`config.mk`:
```
export PLATFORM = sky130hd
export DESIGN_NAME = ppc_phy_basic_control
export DESIGN_NICKNAME = d
export VERILOG_FILES = /design/src/rtl/ppc_pkg.sv /design/src/rtl/ppc_mgmt_if.sv /design/src/rtl/ppc_ctrl_bank.sv /design/src/rtl/ppc_phy_basic_control.sv
export SDC_FILE = /design/constraint.sdc
export NUM_CORES = 1
export LEC_CHECK = 0
export BUFFER_PORTS_ARGS = -buffer_cell sky130_fd_sc_hd__buf_2
export CORE_AREA = 2 2 101 103
export CTS_CLUSTER_DIAMETER = 120
export DETAILED_ROUTE_END_ITERATION = 8
export DIE_AREA = 0 0 103 105
export MAX_ROUTING_LAYER = met4
export PLACE_DENSITY = 0.65
export SKIP_LAST_GASP = 1
export SLEW_MARGIN = 20
export SYNTH_ARGS = -nofsm -noshare
export SYNTH_HDL_FRONTEND = slang
export SYNTH_SLANG_ARGS = --single-unit
```
`constraint.sdc`:
```
create_clock -name i_clk -period 3.1 [get_ports i_clk]
set_input_delay 0.465 -clock i_clk [delete_from_list [all_inputs] [get_ports i_clk]]
set_output_delay 0.465 -clock i_clk [all_outputs]
set_load 0.01 [all_outputs]
```
`src/rtl/ppc_pkg.sv`:
```
// Purpose: shared constants and types for the phy basic control block
// Assumes: 200 MHz system clock, clause 22 management frames
// Notes:   one register at management address 0x0

package ppc_pkg;

   // register map
   localparam logic [4:0]  PPC_ADDR_BASIC_CONTROL = 5'h00;
   localparam logic [15:0] PPC_BASIC_CONTROL_RESET = 16'h1100;

   // field positions of phy_basic_control
   localparam int PPC_BIT_SOFT_RESET     = 15;
   localparam int PPC_BIT_PCS_LOOPBACK   = 14;
   localparam int PPC_BIT_SPEED_LOW      = 13;
   localparam int PPC_BIT_AUTONEG_ENABLE = 12;
   localparam int PPC_BIT_POWER_DOWN     = 11;
   localparam int PPC_BIT_MAC_ISOLATE    = 10;
   localparam int PPC_BIT_DUPLEX_MODE    = 8;
   localparam int PPC_BIT_COLLISION_TEST = 7;
   localparam int PPC_BIT_SPEED_HIGH     = 6;
   localparam int PPC_BIT_ONE_WAY        = 5;

   // reset values of the loopback, autoneg and isolate fields and of the fixed duplex bit
   localparam logic PPC_RST_PCS_LOOPBACK   = 1'b0;
   localparam logic PPC_RST_AUTONEG_ENABLE = 1'b1;
   localparam logic PPC_RST_MAC_ISOLATE    = 1'b0;
   localparam logic PPC_RST_DUPLEX_MODE    = 1'b1;

   // soft reset cycle length
   localparam int PPC_SOFT_RESET_NS = 1000;
   localparam int PPC_CLK_MHZ       = 200;
   localparam int PPC_SOFT_RESET_CYCLES =
      (PPC_SOFT_RESET_NS * PPC_CLK_MHZ + 999) / 1000;
   localparam logic [7:0] PPC_SOFT_RESET_LAST =
      8'(PPC_SOFT_RESET_CYCLES - 1);

   // management frame layout
   localparam logic [5:0] PPC_PREAMBLE_ONES = 6'h20;
   localparam logic [3:0] PPC_HDR_LAST      = 4'hb;
   localparam logic [3:0] PPC_DATA_LAST     = 4'hf;
   localparam logic [1:0] PPC_OP_READ       = 2'h2;
   localparam logic [1:0] PPC_OP_WRITE      = 2'h1;

   // strap capture delay after reset release (synchroniser depth)
   localparam logic [1:0] PPC_STRAP_WAIT = 2'h2;

   // mirrored bit selector for the vendor / clause 45 access port
   typedef enum logic [1:0]
   {
      MIR_SOFT_RESET,
      MIR_PCS_LOOPBACK,
      MIR_AUTONEG_ENABLE,
      MIR_POWER_DOWN
   } ppc_mirror_type;

endpackage

```
`src/rtl/ppc_mgmt_if.sv`:
```
// Purpose: register access between frame engine and control bank
// Assumes: single clock domain
// Notes:   wr is a one-cycle pulse, rdata follows addr combinationally

`timescale 1ns/1ps

interface ppc_mgmt_if;
   logic        wr;
   logic [4:0]  addr;
   logic [15:0] wdata;
   logic [15:0] rdata;

   modport engine
   (
      output wr,
      output addr,
      output wdata,
      input  rdata
   );

   modport bank
   (
      input  wr,
      input  addr,
      input  wdata,
      output rdata
   );
endinterface

```
`src/rtl/ppc_ctrl_bank.sv`:
```
// Purpose: storage of phy_basic_control and its mirrored bits
// Assumes: strap value arrives already synchronised
// Notes:   mirror writes win over same-cycle management writes, except at soft reset, where a one from either write starts the cycle

`timescale 1ns/1ps

module ppc_ctrl_bank
   import ppc_pkg::*;
(
   // clock and reset
   input  wire logic           i_clk,
   input  wire logic           i_rst,
   // management access
   ppc_mgmt_if.bank            mg,
   // mirrored bit access
   input  wire logic           i_mir_wr,
   input  wire ppc_mirror_type i_mir_sel,
   input  wire logic           i_mir_bit,
   // strap
   input  wire logic           i_strap_load,
   input  wire logic           i_strap_value,
   // control outputs
   output logic                o_soft_reset,
   output logic                o_pcs_loopback,
   output logic                o_autoneg_enable,
   output logic                o_power_down,
   output logic                o_mac_isolate
);

   logic       strap_pd;
   logic       rst_busy;
   logic [7:0] rst_cnt;
   logic       reg_wr;
   logic       start;
   logic       done;

   function automatic logic mir_hit(input ppc_mirror_type s);
      return i_mir_wr && (i_mir_sel == s);
   endfunction

   assign reg_wr = mg.wr && (mg.addr == PPC_ADDR_BASIC_CONTROL);
   assign start  = (reg_wr && mg.wdata[PPC_BIT_SOFT_RESET])
                || (mir_hit(MIR_SOFT_RESET) && i_mir_bit);
   assign done   = rst_busy && (rst_cnt == PPC_SOFT_RESET_LAST);

   // strap held so a soft reset can restore it
   always_ff @(posedge i_clk or posedge i_rst)
   begin
      if (i_rst)
         strap_pd <= 1'b0;
      else if (i_strap_load)
         strap_pd <= i_strap_value;
   end

   // soft reset cycle, bit clears itself when finished
   always_ff @(posedge i_clk or posedge i_rst)
   begin
      if (i_rst)
      begin
         rst_busy <= 1'b0;
         rst_cnt  <= 8'h00;
      end
      else if (done)
      begin
         rst_busy <= 1'b0;
         rst_cnt  <= 8'h00;
      end
      else if (rst_busy)
         rst_cnt <= rst_cnt + 8'h01;
      else if (start)
         rst_busy <= 1'b1;
   end

   always_ff @(posedge i_clk or posedge i_rst)
   begin
      if (i_rst)
         o_pcs_loopback <= PPC_RST_PCS_LOOPBACK;
      else if (done)
         o_pcs_loopback <= PPC_RST_PCS_LOOPBACK;
      else if (mir_hit(MIR_PCS_LOOPBACK))
         o_pcs_loopback <= i_mir_bit;
      else if (reg_wr)
         o_pcs_loopback <= mg.wdata[PPC_BIT_PCS_LOOPBACK];
   end

   // not writable through phy_basic_control, only through its mirror
   always_ff @(posedge i_clk or posedge i_rst)
   begin
      if (i_rst)
         o_autoneg_enable <= PPC_RST_AUTONEG_ENABLE;
      else if (done)
         o_autoneg_enable <= PPC_RST_AUTONEG_ENABLE;
      else if (mir_hit(MIR_AUTONEG_ENABLE))
         o_autoneg_enable <= i_mir_bit;
   end

   always_ff @(posedge i_clk or posedge i_rst)
   begin
      if (i_rst)
         o_power_down <= 1'b0;
      else if (i_strap_load)
         o_power_down <= i_strap_value;
      else if (done)
         o_power_down <= strap_pd;
      else if (mir_hit(MIR_POWER_DOWN))
         o_power_down <= i_mir_bit;
      else if (reg_wr)
         o_power_down <= mg.wdata[PPC_BIT_POWER_DOWN];
   end

   always_ff @(posedge i_clk or posedge i_rst)
   begin
      if (i_rst)
         o_mac_isolate <= PPC_RST_MAC_ISOLATE;
      else if (done)
         o_mac_isolate <= PPC_RST_MAC_ISOLATE;
      else if (reg_wr)
         o_mac_isolate <= mg.wdata[PPC_BIT_MAC_ISOLATE];
   end

   assign o_soft_reset = rst_busy;

   // fixed fields and reserved bits are constants in the read word
   always_comb
   begin
      mg.rdata = 16'h0000;
      if (mg.addr == PPC_ADDR_BASIC_CONTROL)
      begin
         mg.rdata[PPC_BIT_SOFT_RESET]     = rst_busy;
         mg.rdata[PPC_BIT_PCS_LOOPBACK]   = o_pcs_loopback;
         mg.rdata[PPC_BIT_AUTONEG_ENABLE] = o_autoneg_enable;
         mg.rdata[PPC_BIT_POWER_DOWN]     = o_power_down;
         mg.rdata[PPC_BIT_MAC_ISOLATE]    = o_mac_isolate;
         mg.rdata[PPC_BIT_DUPLEX_MODE]    = PPC_RST_DUPLEX_MODE;
      end
   end

endmodule

```
`src/rtl/ppc_phy_basic_control.sv`:
```
// Purpose: clause 22 management slave holding phy_basic_control
// Assumes: mdc far slower than i_clk (at least 8 clocks per half period)
// Notes:   other management addresses read as zero, writes ignored
//
// Summary of operation
// a one written to bit 15 starts a soft reset; the bit clears when done.
// bit 14 is a read/write pcs loopback enable that resets to zero.
// bit 12 reports autoneg enable, resets to one and is read-only here.
// bit 11 selects soft power-down while management access keeps working.
// the power-down reset value comes from the strap on the rx-valid pin.
// bit 10 isolates the phy from its mac interface and resets to zero.
// bit 8 always reads one for full duplex and ignores writes.
// bit 7 always reads zero and ignores writes.
// speed bits 6 and 13 always read 00 for 10 Mbps and ignore writes.
// bit 5 always reads zero and ignores writes.
// register at management address 0x0, reset 0x1100 save the strap bit.
// reset, loopback, autoneg and power-down bits share their mirrors.
// the host updates this register by read-modify-write.
// reserved bit 9 and bits 4 to 0 read zero and ignore writes.

`timescale 1ns/1ps

module ppc_phy_basic_control
   import ppc_pkg::*;
(
   // clock and reset
   input  wire logic           i_clk,
   input  wire logic           i_rst,
   // management pins
   input  wire logic           i_mdc,
   input  wire logic           i_mdio,
   output logic                o_mdio,
   output logic                o_mdio_oe,
   input  wire logic [4:0]     i_phy_addr,
   // strap pin
   input  wire logic           i_power_down_strap_pin,
   // mirrored bit access
   input  wire logic           i_mir_wr,
   input  wire ppc_mirror_type i_mir_sel,
   input  wire logic           i_mir_bit,
   // control outputs
   output logic                o_soft_reset,
   output logic                o_pcs_loopback,
   output logic                o_autoneg_enable,
   output logic                o_power_down,
   output logic                o_mac_isolate
);

   typedef enum
   {
      ST_PREAMBLE,
      ST_START,
      ST_HEADER,
      ST_TURN,
      ST_DATA
   } ppc_state_type;

   ppc_mgmt_if mg ();

   // synchronisers
   logic [1:0]    mdc_sync;
   logic [1:0]    mdio_sync;
   logic [1:0]    strap_sync;
   logic [4:0]    addr_meta;
   logic [4:0]    addr_sync;
   logic          mdc_last;
   logic          mdc_rise;
   logic          bit_in;

   // strap capture
   logic [1:0]    strap_cnt;
   logic          strap_taken;
   logic          strap_load;

   // frame engine
   ppc_state_type state;
   logic [5:0]    ones;
   logic [3:0]    cnt;
   logic [10:0]   hdr;
   logic [11:0]   next_hdr;
   logic          op_read;
   logic          op_write;
   logic [15:0]   shout;
   logic [14:0]   wbuf;
   logic          wr;
   logic [4:0]    reg_addr;
   logic [15:0]   wdata;

   always_ff @(posedge i_clk or posedge i_rst)
   begin
      if (i_rst)
      begin
         mdc_sync   <= 2'h0;
         mdio_sync  <= 2'h0;
         strap_sync <= 2'h0;
         addr_meta  <= 5'h00;
         addr_sync  <= 5'h00;
         mdc_last   <= 1'b0;
      end
      else
      begin
         mdc_sync   <= {mdc_sync[0], i_mdc};
         mdio_sync  <= {mdio_sync[0], i_mdio};
         strap_sync <= {strap_sync[0], i_power_down_strap_pin};
         addr_meta  <= i_phy_addr;
         addr_sync  <= addr_meta;
         mdc_last   <= mdc_sync[1];
      end
   end

   assign mdc_rise = mdc_sync[1] && !mdc_last;
   assign bit_in   = mdio_sync[1];
   assign next_hdr = {hdr, bit_in};

   // strap caught once the synchroniser holds the pin level
   always_ff @(posedge i_clk or posedge i_rst)
   begin
      if (i_rst)
      begin
         strap_cnt   <= 2'h0;
         strap_taken <= 1'b0;
      end
      else if (!strap_taken)
      begin
         if (strap_cnt == PPC_STRAP_WAIT)
            strap_taken <= 1'b1;
         else
            strap_cnt <= strap_cnt + 2'h1;
      end
   end

   assign strap_load = !strap_taken && (strap_cnt == PPC_STRAP_WAIT);

   // frame sequencing, one step per mdc rising edge
   always_ff @(posedge i_clk or posedge i_rst)
   begin
      if (i_rst)
      begin
         state    <= ST_PREAMBLE;
         ones     <= 6'h00;
         cnt      <= 4'h0;
         hdr      <= 11'h000;
         op_read  <= 1'b0;
         op_write <= 1'b0;
         reg_addr <= 5'h00;
         wbuf     <= 15'h0000;
      end
      else if (mdc_rise)
      begin
         unique case (state)
            ST_PREAMBLE:
            begin
               if (bit_in)
               begin
                  if (ones != PPC_PREAMBLE_ONES)
                     ones <= ones + 6'h01;
               end
               else if (ones == PPC_PREAMBLE_ONES)
                  state <= ST_START;
               else
                  ones <= 6'h00;
            end
            ST_START:
            begin
               ones <= 6'h00;
               cnt  <= 4'h0;
               // a second zero marks a clause 45 frame, not served here
               state <= bit_in ? ST_HEADER : ST_PREAMBLE;
            end
            ST_HEADER:
            begin
               hdr <= next_hdr[10:0];
               cnt <= cnt + 4'h1;
               if (cnt == PPC_HDR_LAST)
               begin
                  op_read  <= (next_hdr[11:10] == PPC_OP_READ)
                           && (next_hdr[9:5] == addr_sync);
                  op_write <= (next_hdr[11:10] == PPC_OP_WRITE)
                           && (next_hdr[9:5] == addr_sync);
                  reg_addr <= next_hdr[4:0];
                  cnt      <= 4'h0;
                  state    <= ST_TURN;
               end
            end
            ST_TURN:
            begin
               cnt <= cnt + 4'h1;
               if (cnt != 4'h0)
               begin
                  cnt   <= 4'h0;
                  state <= ST_DATA;
               end
            end
            ST_DATA:
            begin
               wbuf <= {wbuf[13:0], bit_in};
               cnt  <= cnt + 4'h1;
               if (cnt == PPC_DATA_LAST)
               begin
                  op_read  <= 1'b0;
                  op_write <= 1'b0;
                  state    <= ST_PREAMBLE;
               end
            end
         endcase
      end
   end

   // read data out; access works in every power state
   always_ff @(posedge i_clk or posedge i_rst)
   begin
      if (i_rst)
      begin
         o_mdio    <= 1'b0;
         o_mdio_oe <= 1'b0;
         shout     <= 16'h0000;
      end
      else if (mdc_rise && op_read)
      begin
         if (state == ST_TURN && cnt == 4'h0)
         begin
            o_mdio_oe <= 1'b1;
            o_mdio    <= 1'b0;
            shout     <= mg.rdata;
         end
         else if (state == ST_DATA && cnt == PPC_DATA_LAST)
         begin
            o_mdio_oe <= 1'b0;
            o_mdio    <= 1'b0;
         end
         else
         begin
            o_mdio <= shout[15];
            shout  <= {shout[14:0], 1'b0};
         end
      end
   end

   // write pulse after the last data bit
   always_ff @(posedge i_clk or posedge i_rst)
   begin
      if (i_rst)
      begin
         wr    <= 1'b0;
         wdata <= 16'h0000;
      end
      else
      begin
         wr <= mdc_rise && op_write && state == ST_DATA
            && cnt == PPC_DATA_LAST;
         if (mdc_rise && state == ST_DATA && cnt == PPC_DATA_LAST)
            wdata <= {wbuf, bit_in};
      end
   end

   assign mg.wr    = wr;
   assign mg.addr  = reg_addr;
   assign mg.wdata = wdata;

   ppc_ctrl_bank u_bank
   (
      .i_clk            (i_clk),
      .i_rst            (i_rst),
      .mg               (mg.bank),
      .i_mir_wr         (i_mir_wr),
      .i_mir_sel        (i_mir_sel),
      .i_mir_bit        (i_mir_bit),
      .i_strap_load     (strap_load),
      .i_strap_value    (strap_sync[1]),
      .o_soft_reset     (o_soft_reset),
      .o_pcs_loopback   (o_pcs_loopback),
      .o_autoneg_enable (o_autoneg_enable),
      .o_power_down     (o_power_down),
      .o_mac_isolate    (o_mac_isolate)
   );

endmodule

```
# Word-level counts from Yosys, hierarchy flattened
# Index checks and enable logic that the tools add are counted.
[op_classes]
add_sub_neg = 4
bitwise_logic = 2
mux = 46
n_eq_ne = 26
n_reduce_logical = 47
[op_table]
columns = ["cell", "count"]
rows = [
  ["$mux W32", 5],
  ["$pmux W32 S5", 1],
  ["$eq A32 B2 Y1 const B", 2],
  ["$eq A32 B3 Y1 const B", 2],
  ["$eq A32 B1 Y1 const B", 1],
  ["$eq A32 B4 Y1 const B", 1],
  ["$logic_not A32 Y1", 1],
  ["$mux W16", 2],
  ["$mux W1", 24],
  ["$logic_and A1 B1 Y1", 20],
  ["$mux W6", 3],
  ["$mux W8", 2],
  ["$pmux W4 S4", 1],
  ["$ne A2 B2 Y1 const B", 6],
  ["$pmux W6 S2", 1],
  ["$reduce_and A2 Y1", 6],
  ["$reduce_bool A2 Y1", 6],
  ["$reduce_bool A4 Y1", 3],
  ["$add A8 B1 Y8 const B", 1],
  ["$eq A2 B2 Y1 const B", 4],
  ["$eq A4 B4 Y1 const B", 2],
  ["$eq A8 B8 Y1 const B", 1],
  ["$mux W4", 2],
  ["$reduce_and A4 Y1", 2],
  ["other kinds (20)", 26],
]
[totals]
in_bits = 14
reg_bits = 144
wordCells = 153
out_inout_bits = 7

# Longest topological paths before layout
[depth]
depth_word = 7
depth_mapped = 7
depth_no_buf = 6

# Modules after synthesis
# Synthesis repeated with hierarchy kept, for this count alone.
[unflattened]
cells_unflattened = 418
hier_area_um2 = 5094.9
[modules_own_cells]
columns = ["mod", "instances", "seq_area_each_um2", "cells_per_inst", "area_per_inst_um2"]
rows = [
  ["ppc_phy_basic_control", 1, 2527.4, 327, 4255.3],
  ["ppc_ctrl_bank", 1, 351.6, 91, 839.6],
]

# Worst setup path before layout
# Ideal clock, no wire load.
[synth_path]
path_type = "register to register"
startpoint = "reg cnt[0]"
endpoint = "reg shout[15]"
n_path_buf = 1
period_less_slack_ns = 1.876
slack_ns = 1.224
setup_ns = 0.080
stages_incl_launch_ff = 8
t_required_ns = 3.020
arrival_ns = 1.795
path_cell_list = "dfrtp_1 -> inv_1 -> ha_1 -> nand4bb_4 -> or3_1 -> buf_2 -> or4b_1 -> o211ai_2"
[synth_between]
elab_chain_cells = 4
word_cells_on_any_way = 7
cone_classes = "2 x eq/ne; 1 x mux; 4 x reduce/logical"
[synth_lines]
columns = ["item", "line_no", "source"]
rows = [
  ["from (decl)", "ppc_phy_basic_control.sv:78", "logic [3:0] cnt;"],
  ["from (signal assigned)", "ppc_phy_basic_control.sv:173", "cnt <= cnt + 4'h1;"],
  ["from (signal assigned)", "ppc_phy_basic_control.sv:187", "cnt <= cnt + 4'h1;"],
  ["from (signal assigned)", "ppc_phy_basic_control.sv:197", "cnt <= cnt + 4'h1;"],
  ["$eq A4 B4 Y1 / $logic_not A4 Y1 (equally long branches)", "ppc_phy_basic_control.sv:226, ppc_phy_basic_control.sv:220", ""],
  ["$logic_and A1 B1 Y1 (on tied branches)", "ppc_phy_basic_control.sv:226, ppc_phy_basic_control.sv:220", ""],
  ["$ne A2 B2 Y1 (no line)", "n/a", ""],
  ["$reduce_and A2 Y1 (no line)", "n/a", ""],
  ["to (signal assigned)", "ppc_phy_basic_control.sv:224", "shout <= mg.rdata;"],
  ["to (signal assigned)", "ppc_phy_basic_control.sv:234", "shout <= {shout[14:0], 1'b0};"],
  ["to (decl)", "ppc_phy_basic_control.sv:83", "logic [15:0] shout;"],
]
# Parallel ways exist; a longest one is shown, timed or not.
# A chain may end at the register's enable or synchronous reset.

# Worst setup path in the final report
[layout_path]
startpoint = "reg state[0]"
endpoint = "reg wbuf[6]"
[layout_between]
elab_chain_cells = 2
[layout_lines]
columns = ["item", "line_no", "source"]
rows = [
  ["from (decl)", "ppc_phy_basic_control.sv:76", "ppc_state_type state;"],
  ["from (signal assigned)", "ppc_phy_basic_control.sv:168", "state <= bit_in ? ST_HEADER : ST_PREAMBLE;"],
  ["$eq A32 B3 Y1", "ppc_phy_basic_control.sv:150", "unique case (state)"],
  ["$reduce_and A2 Y1 (no line)", "n/a", ""],
  ["to (signal assigned)", "ppc_phy_basic_control.sv:196", "wbuf <= {wbuf[13:0], bit_in};"],
  ["to (decl)", "ppc_phy_basic_control.sv:84", "logic [14:0] wbuf;"],
]
# No other way between the ends.

==> run metrics <==
CP Class=register to register; Seq/Total Area, Yosys=57.00%; largest net degree at the start of global routing=53; via count=between 2000 and 3000; Post-Route Skew=0.01102 ns; initial antenna violation count=0; Starting Density=between 40% and 50%; vias in the first global route=around 2500; total congestion overflow=0; CP endpoint kind=register; DP HPWL=4.732 mm; ys async rst share=between 90% and 100%; Least-Margin Pin Slew=~0.85 ns; status=finished, final reports clean; Max FO, Critical Path=15; Syn Nets=around 360; RSZ-0062 raised after global routing=no; Post-DRT Antenna Nets=0; Detailed Route Iter0 Violations=roughly 150; Area after DPL=between 4000 and 5000 um^2; FILL cells=between 800 and 900; synthesis-to-finish area growth=10.01%; #FFs+latches synth=95; Tmin final=~2.1 ns; static leakage=2.109 nW; hold slack=~0.17 ns; Final Hold Viols=0; Die Area=between 10000 and 15000 um^2; # IOs=21; fraction of layout cells with a size suffix above 1=between 20% and 30%; library cells used by synthesis=between 60 and 70; global-route wire length before repair=between 10 and 15 mm; I/O Buffers=20; # diodes=0; fin util=between 40 and 50%; fin area=4591 um^2; Max Slew Vio Count=0; # clock sinks=95; GRT Overall Usage=between 10 and 15%; mapped cell area=~4200 um^2; post-CTS sizing=0; clk_lat worst skew=about 0.36 ns; final wirelength=~6.9 mm; Tcrit/Tclk final=between 60% and 70%; Mapped Cells=between 300 and 400; vias per std cell=5.072; Nets=380; Final setup viols=0; Core ar.=9639 um^2; Peak VDD IR=~0.00024 V; Synth warnings=0; CP Data Arrival Time=~2.3 ns; Worst R2R End=wbuf[6]; worst path required time=~3.3 ns; GP Congestion=roughly 0.76; H-tree Lvls=3; fmax=between 400 and 500 MHz; WL/cell=13.79 um; # hold bufs at CTS=0; DR DRC count=0; number of buffers created by CTS=9; Critical R2R Launch=state[0]; slew margin rel.=a little over two fifths; max cap viols=0; Post-synth top flop=dfrtp_1; Clock Path Buffers=2; DR pass1 iterations=4; row count=36; Setup TNS Final=0 ns; CTS clock-pin slew for the worst setup and hold paths=approximately 0.090 ns; Min-Delay Path Class=input pin to asynchronous set/reset pin; TritonCTS clock tree=yes; synthesized area per cell=between 10 and 15 um^2; P per Cell Area=between 500 and 600 nW/um^2; Worst setup SP type=register; die width=slightly above 100 um; Post-CTS Setup Inserts=0; Die H=105 um; FF-to-FF setup slack=between 1 and 1.5 ns; R2R cell count=3; clock root buffer=clkbuf_8; Post-synth EDFFs=0
## layout by cell type, fill, tap and decap left out, types with 7 or more instances in the layout
master	instances
nand3_1	10
nand2b_1	8
o21ai_0	19
a21oi_1	7
clkbuf_8	10
xor2_1	7
mux2_4	10
dfrtp_1	94
nand2_1	29
buf_2	20
nor2_1	15
inv_1	10
mux2_2	29
## how the worst max path moves through the flow
stage          startpoint            to  slack [ns]  cells after the start
2_1_floorplan       i_rst  addr_meta[0]        0.16                      1
3_3_place_gp     state[0]       wbuf[8]        1.06                      3
3_5_place_dp     state[0]      wbuf[12]        1.01                      3
4_1_cts          state[0]       wbuf[0]        0.99                      3
5_1_grt          state[0]      wbuf[12]        0.89                      3
6_report         state[0]       wbuf[6]        1.01                      3
## critical path: stages (launching register included)
cell and delay (ns):
dfrtp_1 0.53, or3b_1 0.47, or2_1 0.55, mux2_4 0.42
## state kept, by name (all words and copies together), names as in the netlist, 5 cells and up
register        flops
wbuf               15
hdr                11
shout               8
u_bank.rst_cnt      8
ones                6
addr_meta           5
addr_sync           5
mg.addr             5
## synthesized netlist by cell type (all sizes together), types with 5 or more instances
cell	number	share of area, %
nand2	29	2.6
inv	11	0.99
o21ai	19	2.3
nor2b	5	0.93
clkbuf	5	0.45
nand2b	8	1.2
nor2	15	1.3
mux2	39	11
xnor2	5	1.0
dfrtp	94	56
buf	7	1.5
a21oi	7	0.84
xor2	7	1.5
nand3	10	1.2
ha	6	1.8
## area by class of cell
class	count	area, um^2	share of cell area (%)
sequential	95	2379	51.81
multi-input combinational	220	1672	36.41
tap	133	166.4	3.625
clock buffer	11	141.4	3.080
timing repair buffer	23	122.6	2.671
clock inverter	5	66.31	1.445
inverter	11	43.79	0.9539
## power breakdown
| part | total [mW] | internal [mW] | switching (mW) |
|---|---|---|---|
| Clock | 0.844 | 0.404 | 0.440 |
| Combinational | 0.201 | 0.0922 | 0.109 |
| Sequential | 1.38 | 1.31 | 0.0723 |
## cells by family (layout without fill, tap and decap cells)
family / Yosys count / after routing / synth area share, %
xor gates and xnor gates: 12 / 12 / 2.519
DFF: 95 / 95 / 57.00
muxes: 42 / 42 / 12.14
adders and majority gates: 6 / 6 / 1.799
buffers and inverters: 23 / 50 / 2.939
AOI/OAI and AO/OA: 57 / 57 / 8.966
and+or+nand+nor: 103 / 103 / 14.63
## per-stage QoR
stage	setup slack (ns)	total power, mW	std cells
final	1.013	2.424	498
after floorplan	0.1596	1.540	338
after CTS	0.9900	2.450	498
after global routing	0.8943	2.554	498
after detailed placement	1.013	1.610	482
after global placement	1.059	1.595	482
## layer usage
layer | track usage [%] | share of wire (%) | vias to the layer above
li1 | - | - | 1251
met1 | 20.34 | 50 | 1223
met2 | 20.55 | 45 | 41
met3 | 3.344 | 3.4 | 11
met4 | 5.075 | 1.5 | 0
met5 | - | 0 | -
No activity file was read; power rests on OpenSTA's default activity.
